`config.mk`:
```
export PLATFORM = sky130hd
export DESIGN_NAME = ucb_top
export DESIGN_NICKNAME = d
export VERILOG_FILES = /design/src/ucb_pkg.sv /design/src/ucb_rx_if.sv /design/src/ucb_top.sv /design/src/ucb_rx.sv
export SDC_FILE = /design/constraint.sdc
export NUM_CORES = 1
export LEC_CHECK = 0
export BUFFER_PORTS_ARGS = -buffer_cell sky130_fd_sc_hd__clkbuf_2
export CORE_UTILIZATION = 45
export DETAILED_ROUTE_END_ITERATION = 10
export GPL_TIMING_DRIVEN = 0
export MAX_ROUTING_LAYER = met4
export PLACE_DENSITY_LB_ADDON = 0.1
export SYNTH_ARGS = -nofsm -noshare
export SYNTH_HDL_FRONTEND = slang
export SYNTH_SLANG_ARGS = --single-unit
```
`constraint.sdc`:
```
create_clock -name clk_sys_i -period 4.4 [get_ports clk_sys_i]
set_input_delay 0.88 -clock clk_sys_i [delete_from_list [all_inputs] [get_ports clk_sys_i]]
set_output_delay 0.88 -clock clk_sys_i [all_outputs]
set_load 0.02 [all_outputs]
```
`src/ucb_pkg.sv`:
```
// Notes on behaviour
// Filtering on: only ninth-bit-one frames flag.
// Receive enable zero blocks reception; one allows.
// Nine-bit frames send stored ninth transmit bit.
// Ninth receive bit: stop bit, or ninth bit.
// Eight-bit mode: transmit flag at frame end.
// Nine-bit mode: transmit flag at stop start.
// Software clears transmit flag; hardware never does.
// Receive flag set at stop bit sample.
// Flags raise enabled interrupt; software clears receive.
// Data buffer is eight bits, reset zero.
// Mode bit: zero eight-bit, one nine-bit frames.
// Buffer write starts transmit; read returns receive.
// Load only when receive flag clear, filter passes.
// Frame: start, eight data LSB first, ninth, stop.
// Bit timing from external tick, centre sampling.
// Remote sends matching frames, idles line high.
`default_nettype none
package ucb_pkg;

  // ----------------------------------------------------------------
  // Register map and field layout
  // ----------------------------------------------------------------
  localparam logic [31:0] UCB_OFF_CTL = 32'h0000_0000; // Serial port control.
  localparam logic [31:0] UCB_OFF_BUF = 32'h0000_0004; // Serial data buffer.
  localparam logic [31:0] UCB_OFF_STAT = 32'h0000_0008; // Interrupt status, write one to clear.
  localparam logic [31:0] UCB_OFF_MASK = 32'h0000_000c; // Interrupt mask.
  localparam logic [2:0] UCB_SEL_CTL = 3'h0;
  localparam logic [2:0] UCB_SEL_BUF = 3'h1;
  localparam logic [2:0] UCB_SEL_STAT = 3'h2;
  localparam logic [2:0] UCB_SEL_MASK = 3'h3;
  localparam logic [2:0] UCB_SEL_NONE = 3'h7;
  localparam int UCB_CTL_MODE = 7; // Frame mode select.
  localparam int UCB_CTL_ONE = 6; // Unused, reads as one.
  localparam int UCB_CTL_MCE = 5; // Multiprocessor filter enable.
  localparam int UCB_CTL_REN = 4; // Receive enable.
  localparam int UCB_CTL_TB8 = 3; // Ninth transmit bit.
  localparam int UCB_CTL_RB8 = 2; // Ninth receive bit.
  localparam int UCB_CTL_TI = 1; // Transmit flag.
  localparam int UCB_CTL_RI = 0; // Receive flag.
  localparam logic [7:0] UCB_BUF_RESET = 8'h00; // Data buffer reset value.
  localparam logic [1:0] UCB_MASK_RESET = 2'h0; // Interrupt mask reset value.

  // ----------------------------------------------------------------
  // Bus answers and bit timing
  // ----------------------------------------------------------------
  localparam logic [1:0] UCB_RESP_OKAY = 2'h0;
  localparam logic [1:0] UCB_RESP_SLVERR = 2'h2;
  localparam logic [3:0] UCB_TICK_LAST = 4'hf; // Sixteen ticks per bit.
  localparam logic [3:0] UCB_TICK_HALF = 4'h7; // Tick index of a start bit centre.
  localparam logic [2:0] UCB_BIT_LAST = 3'h7; // Index of the last data bit.

  // Serial frame sequencing shared by transmitter and receiver.
  typedef enum logic [2:0] {
    UCB_ST_IDLE = 3'b000,
    UCB_ST_START = 3'b001,
    UCB_ST_DATA = 3'b010,
    UCB_ST_NINTH = 3'b011,
    UCB_ST_STOP = 3'b100
  } ucb_state_t;

  // Maps a bus address onto a register select code.
  function automatic logic [2:0] ucb_decode(input logic [31:0] addr);
    logic [2:0] sel;
    sel = UCB_SEL_NONE;
    case (addr)
      UCB_OFF_CTL: sel = UCB_SEL_CTL;
      UCB_OFF_BUF: sel = UCB_SEL_BUF;
      UCB_OFF_STAT: sel = UCB_SEL_STAT;
      UCB_OFF_MASK: sel = UCB_SEL_MASK;
      default: sel = UCB_SEL_NONE;
    endcase
    return sel;
  endfunction

endpackage
`default_nettype wire

```
`src/ucb_rx_if.sv`:
```
`timescale 1ns/10ps
`default_nettype none
// Carries settings to the receiver and finished frames back.
interface ucb_rx_if;
  logic ren; // Reception allowed.
  logic mode9; // Nine-bit frames selected.
  logic rxd; // Synchronised serial input.
  logic tick; // Sixteen-times bit-rate tick.
  logic done; // One-cycle pulse at stop bit sampling.
  logic [7:0] data; // Received data byte.
  logic ninth; // Received ninth bit.
  logic stop; // Sampled stop bit level.
  modport rx (input ren, mode9, rxd, tick, output done, data, ninth, stop);
  modport ctl (output ren, mode9, rxd, tick, input done, data, ninth, stop);
endinterface
`default_nettype wire

```
`src/ucb_top.sv`:
```
// Local design decisions: the address map and register access over AXI4-Lite.
`timescale 1ns/10ps
`default_nettype none
module ucb_top (
  // Clock and reset.
  input wire logic clk_sys_i,
  input wire logic rst_i,
  // Bit-rate tick, sixteen per bit, from the timer.
  input wire logic baud_tick_i,
  // Serial line.
  input wire logic rxd_i,
  output logic txd_o,
  // Interrupt.
  output logic irq_o,
  // AXI4-Lite write address channel.
  input wire logic s_axi_awvalid_i,
  output logic s_axi_awready_o,
  input wire logic [31:0] s_axi_awaddr_i,
  // AXI4-Lite write data channel.
  input wire logic s_axi_wvalid_i,
  output logic s_axi_wready_o,
  input wire logic [31:0] s_axi_wdata_i,
  input wire logic [3:0] s_axi_wstrb_i,
  // AXI4-Lite write response channel.
  output logic s_axi_bvalid_o,
  input wire logic s_axi_bready_i,
  output logic [1:0] s_axi_bresp_o,
  // AXI4-Lite read address channel.
  input wire logic s_axi_arvalid_i,
  output logic s_axi_arready_o,
  input wire logic [31:0] s_axi_araddr_i,
  // AXI4-Lite read data channel.
  output logic s_axi_rvalid_o,
  input wire logic s_axi_rready_i,
  output logic [31:0] s_axi_rdata_o,
  output logic [1:0] s_axi_rresp_o
);
  import ucb_pkg::*;

  // --------------------------------------------------------------
  // State
  // --------------------------------------------------------------
  typedef struct packed {
    // Bus slave.
    logic aw_full; // Write address held.
    logic [2:0] aw_sel; // Decoded write target.
    logic w_full; // Write data held.
    logic [7:0] w_data; // Low byte of write data.
    logic w_lane; // Byte lane zero enabled.
    logic awready; // Ready for a write address.
    logic wready; // Ready for write data.
    logic bvalid; // Write response pending.
    logic [1:0] bresp; // Write response code.
    logic arready; // Ready for a read address.
    logic rvalid; // Read data pending.
    logic [31:0] rdata; // Read data.
    logic [1:0] rresp; // Read response code.
    // Serial port control.
    logic mode9; // Nine-bit frame mode.
    logic mce; // Multiprocessor filter enable.
    logic ren; // Receive enable.
    logic tb8; // Ninth transmit bit.
    logic rb8; // Ninth receive bit.
    logic ti; // Transmit flag.
    logic ri; // Receive flag.
    logic [7:0] rx_buf; // Receive latch.
    // Interrupt block.
    logic [1:0] irq_stat; // Sticky events.
    logic [1:0] irq_mask; // Event enables.
    logic irq; // Registered interrupt line.
    // Input synchroniser.
    logic rxd_meta; // First stage.
    logic rxd_sync; // Second stage.
    // Transmitter.
    ucb_state_t tx_st; // Frame position.
    logic [3:0] tx_tick; // Ticks into the current bit.
    logic [2:0] tx_bitn; // Data bit index.
    logic [7:0] tx_shift; // Transmit shift register.
    logic tx_ninth; // Ninth bit of this frame.
    logic txd; // Registered line level.
  } ucb_top_st_t;

  ucb_top_st_t q;
  ucb_top_st_t d;
  logic [7:0] ctl_view; // Control register as software sees it.
  logic rx_accept; // Finished frame passes the load checks.

  ucb_rx_if rx_link ();

  // --------------------------------------------------------------
  // Receiver
  // --------------------------------------------------------------
  assign rx_link.ren = q.ren;
  assign rx_link.mode9 = q.mode9;
  assign rx_link.rxd = q.rxd_sync;
  assign rx_link.tick = baud_tick_i;

  ucb_rx u_rx (
    .clk_sys_i(clk_sys_i),
    .rst_i(rst_i),
    .port_if(rx_link)
  );

  // Control register image, unused bit six reads as one.
  always_comb begin
    ctl_view = 8'h00;
    ctl_view[UCB_CTL_MODE] = q.mode9;
    ctl_view[UCB_CTL_ONE] = 1'b1;
    ctl_view[UCB_CTL_MCE] = q.mce;
    ctl_view[UCB_CTL_REN] = q.ren;
    ctl_view[UCB_CTL_TB8] = q.tb8;
    ctl_view[UCB_CTL_RB8] = q.rb8;
    ctl_view[UCB_CTL_TI] = q.ti;
    ctl_view[UCB_CTL_RI] = q.ri;
  end

  // A frame loads only into a free latch; the filter checks the ninth
  // bit in nine-bit mode and the stop bit in eight-bit mode.
  always_comb begin
    if (q.mce) begin
      rx_accept = !q.ri && (q.mode9 ? rx_link.ninth : rx_link.stop);
    end else begin
      rx_accept = !q.ri;
    end
  end

  // --------------------------------------------------------------
  // Next-state logic
  // --------------------------------------------------------------
  // Bus accesses are applied first so that hardware sets override
  // a clear written in the same cycle.
  always_comb begin
    d = q;
    d.rxd_meta = rxd_i;
    d.rxd_sync = q.rxd_meta;

    // Write address and data are taken independently.
    if (s_axi_awvalid_i && q.awready) begin
      d.aw_full = 1'b1;
      d.aw_sel = ucb_decode(s_axi_awaddr_i);
    end
    if (s_axi_wvalid_i && q.wready) begin
      d.w_full = 1'b1;
      d.w_data = s_axi_wdata_i[7:0];
      d.w_lane = s_axi_wstrb_i[0];
    end
    if (q.bvalid && s_axi_bready_i) begin
      d.bvalid = 1'b0;
    end

    // Both halves held: perform the write and answer.
    if (q.aw_full && q.w_full && !q.bvalid) begin
      d.aw_full = 1'b0;
      d.w_full = 1'b0;
      d.bvalid = 1'b1;
      d.bresp = (q.aw_sel == UCB_SEL_NONE) ? UCB_RESP_SLVERR : UCB_RESP_OKAY;
      if (q.w_lane) begin
        case (q.aw_sel)
          UCB_SEL_CTL: begin
            d.mode9 = q.w_data[UCB_CTL_MODE];
            d.mce = q.w_data[UCB_CTL_MCE];
            d.ren = q.w_data[UCB_CTL_REN];
            d.tb8 = q.w_data[UCB_CTL_TB8];
            d.rb8 = q.w_data[UCB_CTL_RB8];
            d.ti = q.w_data[UCB_CTL_TI];
            d.ri = q.w_data[UCB_CTL_RI];
          end
          UCB_SEL_BUF: begin
            // A write while a frame is on the line is dropped.
            if (q.tx_st == UCB_ST_IDLE) begin
              d.tx_shift = q.w_data;
              d.tx_ninth = q.tb8;
              d.tx_tick = 4'h0;
              d.tx_st = UCB_ST_START;
            end
          end
          UCB_SEL_STAT: d.irq_stat = q.irq_stat & ~q.w_data[1:0];
          UCB_SEL_MASK: d.irq_mask = q.w_data[1:0];
          default: d.bresp = UCB_RESP_SLVERR;
        endcase
      end
    end

    // Reads answer one cycle after the address is taken.
    if (q.rvalid && s_axi_rready_i) begin
      d.rvalid = 1'b0;
    end
    if (s_axi_arvalid_i && q.arready) begin
      d.rvalid = 1'b1;
      d.rresp = UCB_RESP_OKAY;
      case (ucb_decode(s_axi_araddr_i))
        UCB_SEL_CTL: d.rdata = {24'h000000, ctl_view};
        UCB_SEL_BUF: d.rdata = {24'h000000, q.rx_buf};
        UCB_SEL_STAT: d.rdata = {30'h00000000, q.irq_stat};
        UCB_SEL_MASK: d.rdata = {30'h00000000, q.irq_mask};
        default: begin
          d.rdata = 32'h0000_0000;
          d.rresp = UCB_RESP_SLVERR;
        end
      endcase
    end

    // Transmitter walks one bit per sixteen ticks.
    if (baud_tick_i && (q.tx_st != UCB_ST_IDLE)) begin
      d.tx_tick = q.tx_tick + 4'h1;
      if (q.tx_tick == UCB_TICK_LAST) begin
        case (q.tx_st)
          UCB_ST_START: begin
            d.tx_bitn = 3'h0;
            d.tx_st = UCB_ST_DATA;
          end
          UCB_ST_DATA: begin
            d.tx_shift = {1'b0, q.tx_shift[7:1]};
            d.tx_bitn = q.tx_bitn + 3'h1;
            if (q.tx_bitn == UCB_BIT_LAST) begin
              d.tx_st = q.mode9 ? UCB_ST_NINTH : UCB_ST_STOP;
            end
          end
          UCB_ST_NINTH: begin
            d.tx_st = UCB_ST_STOP;
            d.ti = 1'b1;
            d.irq_stat[UCB_CTL_TI] = 1'b1;
          end
          UCB_ST_STOP: begin
            d.tx_st = UCB_ST_IDLE;
            if (!q.mode9) begin
              d.ti = 1'b1;
              d.irq_stat[UCB_CTL_TI] = 1'b1;
            end
          end
          default: d.tx_st = UCB_ST_IDLE;
        endcase
      end
    end

    // Line level follows the next frame position.
    case (d.tx_st)
      UCB_ST_START: d.txd = 1'b0;
      UCB_ST_DATA: d.txd = d.tx_shift[0];
      UCB_ST_NINTH: d.txd = d.tx_ninth;
      default: d.txd = 1'b1;
    endcase

    // A finished frame loads the latch and raises the receive flag.
    if (rx_link.done && rx_accept) begin
      d.rx_buf = rx_link.data;
      d.rb8 = q.mode9 ? rx_link.ninth : rx_link.stop;
      d.ri = 1'b1;
      d.irq_stat[UCB_CTL_RI] = 1'b1;
    end

    // Handshake readiness and the interrupt line, all registered.
    d.awready = !d.aw_full && !d.bvalid;
    d.wready = !d.w_full && !d.bvalid;
    d.arready = !d.rvalid;
    d.irq = |(d.irq_stat & d.irq_mask);
  end

  // --------------------------------------------------------------
  // State register
  // --------------------------------------------------------------
  // Reset idles the line high and clears the data buffer.
  always_ff @(posedge clk_sys_i or posedge rst_i) begin
    if (rst_i) begin
      q <= '0;
      q.rx_buf <= UCB_BUF_RESET;
      q.tx_shift <= UCB_BUF_RESET;
      q.irq_mask <= UCB_MASK_RESET;
      q.tx_st <= UCB_ST_IDLE;
      q.txd <= 1'b1;
      q.rxd_meta <= 1'b1;
      q.rxd_sync <= 1'b1;
      q.awready <= 1'b1;
      q.wready <= 1'b1;
      q.arready <= 1'b1;
    end else begin
      q <= d;
    end
  end

  // --------------------------------------------------------------
  // Outputs
  // --------------------------------------------------------------
  assign txd_o = q.txd;
  assign irq_o = q.irq;
  assign s_axi_awready_o = q.awready;
  assign s_axi_wready_o = q.wready;
  assign s_axi_bvalid_o = q.bvalid;
  assign s_axi_bresp_o = q.bresp;
  assign s_axi_arready_o = q.arready;
  assign s_axi_rvalid_o = q.rvalid;
  assign s_axi_rdata_o = q.rdata;
  assign s_axi_rresp_o = q.rresp;
endmodule
`default_nettype wire

```
`src/ucb_rx.sv`:
```
`timescale 1ns/10ps
`default_nettype none
module ucb_rx (
  // Clock and reset.
  input wire logic clk_sys_i,
  input wire logic rst_i,
  // Link to the control logic.
  ucb_rx_if.rx port_if
);
  import ucb_pkg::*;

  // --------------------------------------------------------------
  // State
  // --------------------------------------------------------------
  typedef struct packed {
    ucb_state_t st; // Frame position.
    logic [3:0] tick; // Ticks into the current bit.
    logic [2:0] bitn; // Data bit index.
    logic [7:0] shift; // Assembled data byte.
    logic ninth; // Ninth bit as sampled.
    logic done; // Frame finished pulse.
    logic [7:0] data; // Byte handed over.
    logic stop; // Stop level handed over.
  } ucb_rx_st_t;

  ucb_rx_st_t q;
  ucb_rx_st_t d;

  // Walks one frame, sampling each bit at its centre.
  always_comb begin
    d = q;
    d.done = 1'b0;
    if (!port_if.ren) begin
      d.st = UCB_ST_IDLE;
    end else if (port_if.tick) begin
      d.tick = q.tick + 4'h1;
      case (q.st)
        UCB_ST_IDLE: begin
          d.tick = 4'h0;
          if (!port_if.rxd) begin
            d.st = UCB_ST_START;
          end
        end
        UCB_ST_START: begin
          if (q.tick == UCB_TICK_HALF) begin
            d.tick = 4'h0;
            d.bitn = 3'h0;
            d.st = port_if.rxd ? UCB_ST_IDLE : UCB_ST_DATA;
          end
        end
        UCB_ST_DATA: begin
          if (q.tick == UCB_TICK_LAST) begin
            d.shift = {port_if.rxd, q.shift[7:1]};
            d.bitn = q.bitn + 3'h1;
            if (q.bitn == UCB_BIT_LAST) begin
              d.st = port_if.mode9 ? UCB_ST_NINTH : UCB_ST_STOP;
            end
          end
        end
        UCB_ST_NINTH: begin
          if (q.tick == UCB_TICK_LAST) begin
            d.ninth = port_if.rxd;
            d.st = UCB_ST_STOP;
          end
        end
        UCB_ST_STOP: begin
          if (q.tick == UCB_TICK_LAST) begin
            d.done = 1'b1;
            d.data = q.shift;
            d.stop = port_if.rxd;
            d.st = UCB_ST_IDLE;
          end
        end
        default: d.st = UCB_ST_IDLE;
      endcase
    end
  end

  // Registers the receiver state.
  always_ff @(posedge clk_sys_i or posedge rst_i) begin
    if (rst_i) begin
      q <= '0;
    end else begin
      q <= d;
    end
  end

  assign port_if.done = q.done;
  assign port_if.data = q.data;
  assign port_if.ninth = q.ninth;
  assign port_if.stop = q.stop;
endmodule
`default_nettype wire

```
# Word level (Yosys, flattened, before mapping)
# Cells that the tools add are included.
[totals]
reg_bits = 126
inputBits = 109
output_inout_bits = 43
[classes]
addsub = 4
n_eq_ne = 38
muxes = 72
bitwise = 3
reduce_logical = 47
[ops]
columns = ["cell", "n"]
rows = [
  ["32-bit by 4-bit == test with 1-bit output (second input constant)", 4],
  ["32-bit by 3-bit == test with 1-bit output (second input constant)", 2],
  ["32-bit logical NOT", 2],
  ["10-bit 2-to-1 mux", 5],
  ["9-bit 2-to-1 mux", 5],
  ["3-bit 2-to-1 mux", 14],
  ["35-bit 2-to-1 mux", 1],
  ["8-bit case mux with 4 select lines", 1],
  ["3-bit by 2-bit == test with 1-bit output (second input constant)", 10],
  ["29-bit 2-to-1 mux", 1],
  ["7-bit 2-to-1 mux", 4],
  ["3-bit case mux with 4 select lines", 2],
  ["11-bit 2-to-1 mux", 2],
  ["18-bit 2-to-1 mux", 1],
  ["2-bit nonzero test", 9],
  ["1-bit 2-to-1 mux", 16],
  ["8-bit 2-to-1 mux", 2],
  ["4-bit AND reduction", 4],
  ["3-bit by 1-bit == test with 1-bit output (second input constant)", 5],
  ["3-bit == test (second input constant)", 5],
  ["3-bit by 2-bit inequality test with 1-bit output (second input constant)", 5],
  ["3-bit case mux with 5 select lines", 1],
  ["2-bit 2-to-1 mux", 7],
  ["1-bit logical AND", 12],
  ["24 further kinds", 44],
]

# Depth between registers and ports, before layout
# Gate-level depths: netlist of the first run.
[logic_depth]
word_depth = 11
ltp_mapped = 7
ltp_nobuf = 7

# Hierarchy
# Synthesis of the first run repeated with hierarchy kept, for this count alone.
[hier_totals]
cells_unflattened = 441
hier_area_um2 = 4904.7
[by_module_without_submodules]
columns = ["mod", "n_inst", "cells_each", "area_each_um2", "seq_area_each_um2"]
rows = [
  ["ucb_top", 1, 306, 3492.1, 1784.2],
  ["ucb_rx", 1, 135, 1412.6, 725.7],
]

# Worst setup path after synthesis of the first run
# No wires, ideal clock.
[synth_timing]
kind = "input port to flip-flop"
startpoint = "input s_axi_araddr_i[13]"
endpoint = "register q, in the netlist s_axi_rdata_o[2]"
setup_time_ps = 67
t_arrival_ps = 2302
slack_ps = 2032
stages = 4
n_path_buf = 0
cell_sequence = "or4_1 > or4_4 > nor4_4 > a22o_1"
[synth_via]
elab_chain_len = 5
[synth_rtl]
columns = ["element", "line_no", "text"]
rows = [
  ["from (decl)", "ucb_top.sv:31", "input wire logic [31:0] s_axi_araddr_i,"],
  ["32-bit by 4-bit == test with 1-bit output, or another cell as far along", "ucb_pkg.sv:66", "case (addr)"],
  ["3-bit case mux with 4 select lines (*)", "ucb_pkg.sv:66", ""],
  ["3-bit 2-to-1 mux (*)", "ucb_top.sv:188", "if (s_axi_arvalid_i && q.arready) begin"],
  ["3-bit by 2-bit == test with 1-bit output, or another cell as far along", "ucb_top.sv:191", "case (ucb_decode(s_axi_araddr_i))"],
  ["8-bit case mux with 4 select lines (*)", "ucb_top.sv:191", ""],
  ["to (decl)", "ucb_top.sv:83", "ucb_top_st_t q;"],
]
# Every way passes the cells marked *; elsewhere a longest branch is shown, timed or not. The select of a mux whose other input is x is not followed.
# A chain may end at the register's enable or synchronous reset.

# Worst setup path in the final report of the first run
[layout_timing]
startpoint = "input baud_tick_i"
endpoint = "register u_rx.q[15] (netlist name)"
[layout_via]
elab_chain_len = 1
[layout_rtl]
columns = ["element", "line_no", "text"]
rows = [
  ["from (decl)", "ucb_top.sv:9", "input wire logic baud_tick_i,"],
  ["4-bit AND reduction (no source line)", "-", ""],
  ["to (signal assigned)", "ucb_rx.sv:82", "q <= '0;"],
  ["to (signal assigned)", "ucb_rx.sv:84", "q <= d;"],
  ["to (decl)", "ucb_rx.sv:26", "ucb_rx_st_t q;"],
]
# Every way passes these cells.

==> impl_metrics.env, run 1 <==
export IMPL_outcome="completed"
export IMPL_grt_util_all_layers_pct=19.4
export IMPL_avgSynthCellArea_um2=11.4
export IMPL_r2r_cells=4
export IMPL_worstSetupEndpoint="u_rx.q[15]$_DFFE_PP0P_"
export IMPL_cts_root_buf="clkbuf_8"
export IMPL_crit_buf_inv=1
export IMPL_antenna_cells=0
export IMPL_clock_path_buffers=2
export IMPL_grt_pass1_wl_mm=16.6
export IMPL_clk_pin_slew_ps=100
export IMPL_crit_family="simple AND/OR/NAND/NOR gates"
export IMPL_synth_edf_count=0
export IMPL_vias_per_cell=5.08
export IMPL_grt_pass1_vias=3542
export IMPL_numCtsBuffers=9
export IMPL_io_pins=152
export IMPL_final_area_mm2=0.00578
export IMPL_p_leak_nw=2.89
export IMPL_num_fill_cells=946
export IMPL_startpoint_type="input pin"
export IMPL_drt_iter0_markers=101
export IMPL_wirelength_mm=9.70
export IMPL_clock_latency_ps=370
export IMPL_placement_cell_area_mm2=0.00560
export IMPL_core_mm2=0.0104
export IMPL_drc=0
export IMPL_antenna_found_initial=0
export IMPL_dr_pass1_iters=4
export IMPL_hold_viol_final=0
export IMPL_ctsHoldBuffers=0
export IMPL_num_nets_final=671
export IMPL_power_density_mw_per_mm2=375
export IMPL_path_class="in -> reg"
export IMPL_avgRoutedWirePerCell_um=13.9
export IMPL_endpoint_kind="flip-flop"
export IMPL_required_ps=4650
export IMPL_max_stage_delay_ps=460
export IMPL_cp_slowest_cell="nor3_4"
export IMPL_crit_chain="clkbuf_2 > nand2_1 > nor2_1 > nand2_1 > nor3_4 > mux2_2"
export IMPL_final_setup_skew_ps=17.0
export IMPL_layout_worst_path_cycle_share_pct=53.5
export IMPL_synth_top_area_share_pct=48.8
export IMPL_die_w_um=105
export IMPL_hold_path_class="reg -> reg"
export IMPL_yosysSeqAreaShare_pct=52.1
export IMPL_grt_setup_unrepaired="false"
export IMPL_area_delta_synth_final_pct=20.1
export IMPL_post_route_cells_drive_above_1_share_pct=39.0
export IMPL_synth_distinct_cells=62
export IMPL_crit_fanout=10
export IMPL_synth_area_leaders="dfrtp_1 (49%), mux2_2 (11%), buf_4 (5.8%)"
export IMPL_place_hpwl_mm=7.37
export IMPL_drv_cap=0
export IMPL_mappedNetlistArea_mm2=0.00482
export IMPL_crit_top_cell="nand2_1"
export IMPL_ant_nets=0
export IMPL_r2r_start="u_rx.q[22]$_DFFE_PP0P_"
export IMPL_grt_max_degree=54
export IMPL_seqCellArea_mm2=0.00251
export IMPL_vdd_ir_drop_max_mv=0.183
export IMPL_rows=37
export IMPL_via_count=3541
export IMPL_portBuffers=97
export IMPL_worst_slew_pin_transition_ps=764
export IMPL_setup_viol=0
export IMPL_initial_utilization_pct=46.4
export IMPL_arrival_ps=2610
export IMPL_synth_main_ff_cell="dfrtp_1"
export IMPL_synthArstFlopShare_pct=100
export IMPL_dieArea_mm2=0.0111
export IMPL_reg2reg_to="u_rx.port_if.data[5]$_DFFE_PP0P_"
export IMPL_grt_overflow=0
export IMPL_cts_sinks=100
export IMPL_die_h_um=105
export IMPL_gp_congestion=0.840
export IMPL_post_cts_buffers=0
export IMPL_crit_start="baud_tick_i"
export IMPL_fmax_mhz=425
export IMPL_totalPowerFinal_mw=2.17
export IMPL_cts_resized=0
export IMPL_netlist_instances=422
export IMPL_final_max_slew_viol_count=0
export IMPL_reg2reg_setup_slack_ps=2200
export IMPL_slew_headroom_pct=48.7
export IMPL_worst_path_stages=6
export IMPL_h_tree_depth=3
export IMPL_yosysTopAreaCell="dfrtp_1"
export IMPL_multi_input_area_mm2=0.00203
export IMPL_min_period_ps=2350
export IMPL_ys_seq_elements=100
export IMPL_tritoncts="yes"
export IMPL_yosysWarnings=0
export IMPL_hold_start="d[20]$_DFF_PP1_"
==> cells in the mapped netlist (3+ instances only) <==
library cell / number
nand2_1: 40
dfstp_2: 6
a31oi_1: 9
a21o_1: 4
clkbuf_1: 8
nor4_1: 16
dfrtp_1: 94
o21ai_0: 14
nand3_1: 7
nand2b_1: 7
mux2i_1: 6
a22o_1: 11
or4_1: 3
mux2_2: 46
nor3_1: 3
a21oi_1: 8
nand4_1: 5
xor2_1: 3
or3_1: 3
nor2b_1: 5
ha_1: 6
inv_1: 11
nor2_1: 22
buf_4: 37
==> cells by family after synthesis <==
kind of cell	count (synthesis)	share of synthesized area, %
buffers and inverters	59	7.69
and+or+nand+nor	132	15.3
DFF	100	52.1
xor gates and xnor gates	4	0.728
AOI/OAI and AO/OA	66	9.56
muxes	54	12.9
adders and majority gates	6	1.56
other	1	0.0779
==> registers in the layout, summed over array words and instances (netlist names), 5 cells and up <==
| signal | cells |
|---|---|
| q | 45 |
| s_axi_rdata_o | 8 |
| u_rx.port_if.data | 8 |
| u_rx.q | 18 |
| ctl_view | 5 |
==> layout make-up <==
class	count	share of cell area [%]
Inverter	12	0.844
Buffer	47	5.60
Multi-Input combinational cell	288	35.1
Sequential cell	100	43.4
Clock buffer	9	2.14
Timing Repair Buffer	98	8.87
Clock inverter	7	1.12
Tap cell	136	2.94
==> per-layer routing <==
layer | global-route usage [%] | routed length (um)
met4 | 6.64 | 173
met3 | 2.97 | 404
met1 | 25.2 | 4620
met2 | 31.0 | 4510
met5 | - | 0
==> placed cells by master, fill, tap and decap left out, types with 8 or more instances in the layout <==
cell type,n
clkbuf_2,97
dfrtp_1,94
mux2_2,46
nand2_1,40
buf_4,37
conb_1,26
nor2_1,22
nor4_1,16
o21ai_0,14
a22o_1,11
inv_1,10
a31oi_1,9
clkbuf_8,9
clkbuf_1,8
a21oi_1,8
==> how the worst min path moves through the flow <==
stage	end	slack (ps)	depth (start not counted)
after floorplan	rx_link.rxd$_DFF_PP1_	350	0
after global placement	rx_link.rxd$_DFF_PP1_	350	0
after detailed placement	rx_link.rxd$_DFF_PP1_	350	0
after CTS	rx_link.rxd$_DFF_PP1_	360	0
after global routing	rx_link.rxd$_DFF_PP1_	370	0
final	rx_link.rxd$_DFF_PP1_	360	0
==> stage by stage <==
| stage | TNS, ps | utilization, % | instances | setup WS, ps | hold slack, ps |
|---|---|---|---|---|---|
| 2_1_floorplan | 0 | - | 447 | 911 | 345 |
| 3_3_place_gp | -27590 | 53.7 | 680 | -299 | 347 |
| 3_5_place_dp | 0 | 54.0 | 681 | 1660 | 348 |
| 4_1_cts | 0 | 55.8 | 697 | 2060 | 363 |
| 5_1_grt | 0 | 55.8 | 697 | 1970 | 370 |
| 6_report | 0 | 55.8 | 697 | 2050 | 361 |
==> where the power goes <==
| part | internal [mW] | switching (mW) |
|---|---|---|
| logic | 0.199 | 0.240 |
| registers | 1.05 | 0.110 |
| clock network | 0.220 | 0.349 |
| total | 1.47 | 0.699 |
Note: power is estimated with default switching activity, not from simulation.
==> inputs of run 2 (changes only) <==
--- a/config.mk
+++ b/config.mk
@@ -5,6 +5,7 @@
 export SDC_FILE = /design/constraint.sdc
 export NUM_CORES = 1
 export LEC_CHECK = 0
+export ABC_AREA = 1
 export BUFFER_PORTS_ARGS = -buffer_cell sky130_fd_sc_hd__clkbuf_2
 export CORE_UTILIZATION = 45
 export DETAILED_ROUTE_END_ITERATION = 10
==> constraint.sdc (replaced) <==
create_clock -name clk_sys_i -period 2.3 [get_ports clk_sys_i]
set_input_delay 0.46 -clock clk_sys_i [delete_from_list [all_inputs] [get_ports clk_sys_i]]
set_output_delay 0.46 -clock clk_sys_i [all_outputs]
set_load 0.02 [all_outputs]
==> impl_metrics.env, run 2 <==
export IMPL_ant_nets=0
export IMPL_fmax_mhz=610
export IMPL_synth_distinct_cells=34
export IMPL_slew_headroom_pct=60.9
export IMPL_drc=0
export IMPL_required_ps=2530
export IMPL_outcome="completed"
export IMPL_max_stage_delay_ps=380
export IMPL_initial_utilization_pct=46.7
export IMPL_post_route_cells_drive_above_1_share_pct=24.2
export IMPL_grt_pass1_vias=3885
export IMPL_power_frac_seq_pct=46.3
export IMPL_place_hpwl_mm=8.36
export IMPL_power_density_mw_per_mm2=721
export IMPL_synth_area_leaders="dfrtp_1 (46%), nand2_1 (13%), inv_1 (6.7%)"
export IMPL_switching_share_pct=28.9
export IMPL_clkPwrFrac_pct=36.8
export IMPL_top_regs="q x45, u_rx.q x18"
export IMPL_grt_setup_unrepaired="false"
export IMPL_final_setup_skew_ps=9.37
export IMPL_antenna_found_initial=0
export IMPL_r2r_start="u_rx.q[22]$_DFFE_PP0P_"
export IMPL_clk_pin_slew_ps=70
export IMPL_die_h_um=109
export IMPL_ys_top_cells_by_count="nand2_1 (181), dfrtp_1 (94), inv_1 (91)"
export IMPL_cts_sinks=100
export IMPL_path_class="reg -> reg"
export IMPL_post_cts_buffers=0
export IMPL_vdd_ir_drop_max_mv=0.412
export IMPL_placement_cell_area_mm2=0.00591
export IMPL_ctsHoldBuffers=0
export IMPL_setup_viol=0
export IMPL_totalPowerFinal_mw=4.50
export IMPL_final_area_mm2=0.00625
export IMPL_grt_pass1_wl_mm=17.6
export IMPL_switchingPower_mw=1.30
export IMPL_final_max_slew_viol_count=0
export IMPL_drt_iter0_markers=146
export IMPL_num_fill_cells=1063
export IMPL_vias_per_cell=4.59
export IMPL_rows=38
export IMPL_grt_overflow=0
export IMPL_multi_input_area_mm2=0.00201
export IMPL_crit_chain="ha_1 > nand2_1 > nor2_2 > inv_1 > nor2_2 > nand2_2 > buf_2 > nand2_1 > o21ai_1"
export IMPL_crit_buf_inv=2
export IMPL_yosysMostFrequentCell="nand2_1"
export IMPL_mappedNetlistArea_mm2=0.00511
export IMPL_netlist_instances=654
export IMPL_h_tree_depth=3
export IMPL_clock_path_buffers=2
export IMPL_tritoncts="yes"
export IMPL_io_pins=152
export IMPL_clock_latency_ps=340
export IMPL_synth_top_area_share_pct=46.0
export IMPL_synth_main_ff_cell="dfrtp_1"
export IMPL_endpoint_kind="flip-flop"
export IMPL_yosysWarnings=0
export IMPL_worst_path_stages=9
export IMPL_core_mm2=0.0109
export IMPL_yosysTopAreaCell="dfrtp_1"
export IMPL_grt_max_degree=41
export IMPL_cp_slowest_cell="dfrtp_1"
export IMPL_synthArstFlopShare_pct=100
export IMPL_die_w_um=109
export IMPL_pwr_share_comb_pct=16.8
export IMPL_synth_edf_count=0
export IMPL_ys_seq_elements=100
export IMPL_layout_worst_path_cycle_share_pct=71.3
export IMPL_grt_util_all_layers_pct=19.6
export IMPL_largest_reg_flops=45
export IMPL_hold_path_class="in -> async"
export IMPL_utilization_pct=57.1
export IMPL_dr_pass1_iters=4
export IMPL_layout_commonest_cell="nand2_1"
export IMPL_min_period_ps=1640
export IMPL_avgRoutedWirePerCell_um=11.5
export IMPL_seqCellArea_mm2=0.00251
export IMPL_area_delta_synth_final_pct=22.2
export IMPL_yosysSeqAreaShare_pct=49.1
export IMPL_startpoint_type="flip-flop"
export IMPL_cts_resized=0
export IMPL_antenna_cells=0
export IMPL_drv_cap=0
export IMPL_final_cell_mix="nand2_1 (181), clkbuf_2 (98), dfrtp_1 (94)"
export IMPL_num_nets_final=905
export IMPL_r2r_cells=9
export IMPL_crit_start="u_rx.q[22]$_DFFE_PP0P_"
export IMPL_dieArea_mm2=0.0118
export IMPL_wirelength_mm=10.7
export IMPL_tns_ps=0
export IMPL_cts_root_buf="clkbuf_16"
export IMPL_worst_slew_pin_transition_ps=586
export IMPL_crit_family="simple AND/OR/NAND/NOR gates"
export IMPL_hold_viol_final=0
export IMPL_regMostFlops="q"
export IMPL_holdWs_ps=162
export IMPL_arrival_ps=1870
export IMPL_gp_congestion=0.845
export IMPL_portBuffers=98
export IMPL_via_count=4289
export IMPL_p_int_mw=3.20
export IMPL_avgSynthCellArea_um2=7.82
export IMPL_numCtsBuffers=9
export IMPL_crit_fanout=10
export IMPL_p_leak_nw=3.37
## run 2: changes by cell type after synthesis, moves of 20 or more
cell / before / now
nor2_1: 22 / 54
mux2_2: 46 / 0
o21ai_0: 14 / 54
nand3_1: 7 / 27
nand2_1: 40 / 181
inv_1: 11 / 91
## run 2: layer usage
metal  vias up  routed length (um)  GRT usage (%)
met4         0                  95           6.18
li1       2262                   -              -
met1      1922                5310           26.5
met2        99                4900           30.7
met3         6                 424           2.53
met5         -                   0              -
## run 2: power by group through the flow
stage          clock, mW  combinational, mW  sequential [mW]
3_3_place_gp           0              0.739             2.12
2_1_floorplan          0              0.494             2.11
3_5_place_dp           0              0.768             2.12
4_1_cts             1.70              0.773             2.09
5_1_grt             1.76              0.874             2.11
6_report            1.66              0.758             2.09
## run 2: layout make-up
cell class,instances,area share (%)
flip-flops and latches,100,40.2
multi-input cells,437,32.1
repair buffers,100,8.49
inverters,98,5.95
plain buffers,44,5.13
clock buffers,9,3.61
well taps,140,2.80
clock inverters,7,1.70
## run 2: kinds of logic (layout without fill, tap and decap cells)
logic type	count (synthesis)	after routing	synth area share, %
compound gates	102	102	10.5
xor+xnor	2	2	0.343
fa+ha+maj	6	6	1.47
buf+inv	142	258	13.5
flops	100	100	49.1
mux	1	1	0.196
other cells	1	26	0.0734
simple gates	300	300	24.9
## run 2: worst reg2reg max path: stages (launching register included)
cell,delay [ps]
dfrtp_1,380
ha_1,180
nand2_1,100
nor2_2,140
inv_1,80
nor2_2,150
nand2_2,150
buf_2,220
nand2_1,70
o21ai_1,60
## run 2: worst paths after layout
kind | to | slack [ps]
setup / recovery | u_rx.port_if.data[7]$_DFFE_PP0P_ | 660
hold / removal | u_rx.q[15]$_DFFE_PP0P_ | 160
setup reg to reg | u_rx.port_if.data[7]$_DFFE_PP0P_ | 660
hold reg to reg | rx_link.rxd$_DFF_PP1_ | 360
max in group asynchronous | q[24]$_DFF_PP0_ | 1300
min in group clk_sys_i | d[20]$_DFF_PP1_ | 200
## run 2: stage by stage
step	cells	worst slack, ps
after floorplan	679	655
after global placement	917	1.28
final	935	660
after CTS	935	646
after global routing	935	447
after detailed placement	919	588
==> inputs of run 3 (changes only) <==
==> constraint.sdc (replaced) <==
create_clock -name clk_sys_i -period 1.41 [get_ports clk_sys_i]
set_input_delay 0.282 -clock clk_sys_i [delete_from_list [all_inputs] [get_ports clk_sys_i]]
set_output_delay 0.282 -clock clk_sys_i [all_outputs]
set_load 0.02 [all_outputs]
==> impl_metrics.env, run 3 (same netlist as run 2, synthesis figures left out) <==
export IMPL_outcome="finished with violations"
export IMPL_violations="setup timing"
export IMPL_die_h_um=109
export IMPL_final_area_mm2=0.00696
export IMPL_grt_overflow=0
export IMPL_min_delay_path_depth=1
export IMPL_reg2reg_setup_slack_ps=-100
export IMPL_crit_buf_inv=0
export IMPL_grt_max_degree=36
export IMPL_cp_slowest_cell="dfrtp_1"
export IMPL_drc=0
export IMPL_place_inst=919
export IMPL_initial_utilization_pct=46.7
export IMPL_num_nets_final=938
export IMPL_ctsHoldBuffers=0
export IMPL_r2r_cells=10
export IMPL_pre_cts_ws_ps=-214
export IMPL_crit_family="simple AND/OR/NAND/NOR gates"
export IMPL_wirelength_mm=12.0
export IMPL_crit_chain="ha_2 > ha_4 > nand2_2 > nor2_2 > nor2_1 > nand3_1 > nand2_2 > nand3_2 > nand2_2 > nand3_2"
export IMPL_p_int_mw=5.57
export IMPL_vias_per_cell=4.77
export IMPL_min_period_ps=1510
export IMPL_place_hpwl_mm=8.65
export IMPL_switchingPower_mw=2.21
export IMPL_clkPwrFrac_pct=37.4
export IMPL_drv_cap=0
export IMPL_startpoint_type="flip-flop"
export IMPL_hold_viol_final=0
export IMPL_avgRoutedWirePerCell_um=12.4
export IMPL_core_mm2=0.0109
export IMPL_arrival_ps=1780
export IMPL_slew_headroom_pct=48.8
export IMPL_clk_pin_slew_ps=70
export IMPL_power_density_mw_per_mm2=1120
export IMPL_clock_path_buffers=2
export IMPL_setup_viol=18
export IMPL_via_count=4622
export IMPL_final_max_slew_viol_count=0
export IMPL_io_pins=152
export IMPL_final_setup_skew_ps=5.09
export IMPL_grt_pass1_wl_mm=19.5
export IMPL_tns_ps=-369
export IMPL_h_tree_depth=3
export IMPL_fin_cells=968
export IMPL_reg2reg_to="txd_o$_DFF_PP1_"
export IMPL_portBuffers=98
export IMPL_final_cell_mix="nand2_1 (147), clkbuf_2 (98), dfrtp_1 (90)"
export IMPL_tritoncts="yes"
export IMPL_grt_pass1_vias=4396
export IMPL_ant_nets=0
export IMPL_dr_pass1_iters=4
export IMPL_hold_path_class="in -> reg"
export IMPL_cts_sinks=100
export IMPL_gp_congestion=0.843
export IMPL_area_delta_synth_final_pct=36.1
export IMPL_worst_slack_ps=-95.6
export IMPL_power_frac_seq_pct=44.0
export IMPL_r2r_start="q[10]$_DFFE_PP0P_"
export IMPL_utilization_pct=63.6
export IMPL_pwr_share_comb_pct=18.5
export IMPL_largest_reg_flops=45
export IMPL_grt_util_all_layers_pct=22.0
export IMPL_antenna_cells=0
export IMPL_regMostFlops="q"
export IMPL_p_leak_nw=3.67
export IMPL_vdd_ir_drop_max_mv=0.810
export IMPL_top_regs="q x45, u_rx.q x18"
export IMPL_hold_start="rxd_i"
export IMPL_worst_slew_pin_transition_ps=766
export IMPL_path_class="reg -> reg"
export IMPL_worstHoldEndpoint="d[20]$_DFF_PP1_"
export IMPL_max_stage_delay_ps=390
export IMPL_numCtsBuffers=9
export IMPL_cts_root_buf="clkbuf_16"
export IMPL_crit_top_cell="nand2_2"
export IMPL_switching_share_pct=28.4
export IMPL_fmax_mhz=664
export IMPL_crit_fanout=3
export IMPL_endpoint_kind="flip-flop"
export IMPL_die_w_um=109
export IMPL_drt_iter0_markers=106
export IMPL_grt_setup_unrepaired="true"
export IMPL_rows=38
export IMPL_required_ps=1680
export IMPL_antenna_found_initial=0
export IMPL_layout_commonest_cell="nand2_1"
export IMPL_placement_cell_area_mm2=0.00593
export IMPL_post_route_cells_drive_above_1_share_pct=37.9
export IMPL_layout_worst_path_cycle_share_pct=107
export IMPL_dieArea_mm2=0.0118
export IMPL_clock_latency_ps=350
[run 3: cell type report]
| type | count | area (um^2) |
|---|---|---|
| fill | 938 | 3980 |
| sequential | 100 | 2510 |
| multi-input combinational | 437 | 2360 |
| timing repair buffer | 134 | 826 |
| inverter | 98 | 380 |
| buffer | 43 | 345 |
| clock buffer | 11 | 253 |
| tap | 140 | 175 |
| clock inverter | 5 | 108 |
[run 3: worst max-delay path by stage]
stage,startpoint,end,cells past startpoint
2_1_floorplan,rst_i,ctl_view[0]$_DFFE_PP0P_,1
3_3_place_gp,rst_i,q[10]$_DFFE_PP0P_,2
3_5_place_dp,q[14]$_DFFE_PP0P_,q[11]$_DFFE_PP0P_,8
4_1_cts,q[18]$_DFF_PP0_,txd_o$_DFF_PP1_,11
5_1_grt,s_axi_bvalid_o$_DFF_PP0_,txd_o$_DFF_PP1_,11
6_report,q[10]$_DFFE_PP0P_,txd_o$_DFF_PP1_,10
[run 3: power by group through the flow]
stage | clock network, mW | logic (mW) | registers [mW]
final | 2.91 | 1.44 | 3.43
after global routing | 3.07 | 1.62 | 3.45
after CTS | 2.97 | 1.41 | 3.41
after detailed placement | 0 | 1.26 | 3.47
after global placement | 0 | 1.22 | 3.46
after floorplan | 0 | 0.805 | 3.45
[run 3: metal layers]
layer / up-vias / GRT usage [%] / part of all wire, %
li1: 2339 / - / -
met5: - / - / 0
met2: 99 / 37.2 / 51
met4: 0 / 10.2 / 2.6
met3: 29 / 3.07 / 3.5
met1: 2155 / 26.0 / 43
[run 3: metrics by stage]
stage / hold slack, ps / power (mW)
final: 10.8 / 7.78
after global routing: 1.78 / 8.14
after CTS: 3.93 / 7.79
after detailed placement: 349 / 4.73
after global placement: 348 / 4.68
after floorplan: 286 / 4.25
[run 3: timing repair]
| item | 4_1_cts | 5_1_grt |
|---|---|---|
| buffers inserted | 22 | 9 |
| pin swaps | 19 | 28 |
| endpoints found under the setup margin | 61 | 65 |
| gates cloned | 3 | 0 |
| hold endpoints to repair | 0 | 0 |
| gates resized for setup | 74 | 73 |
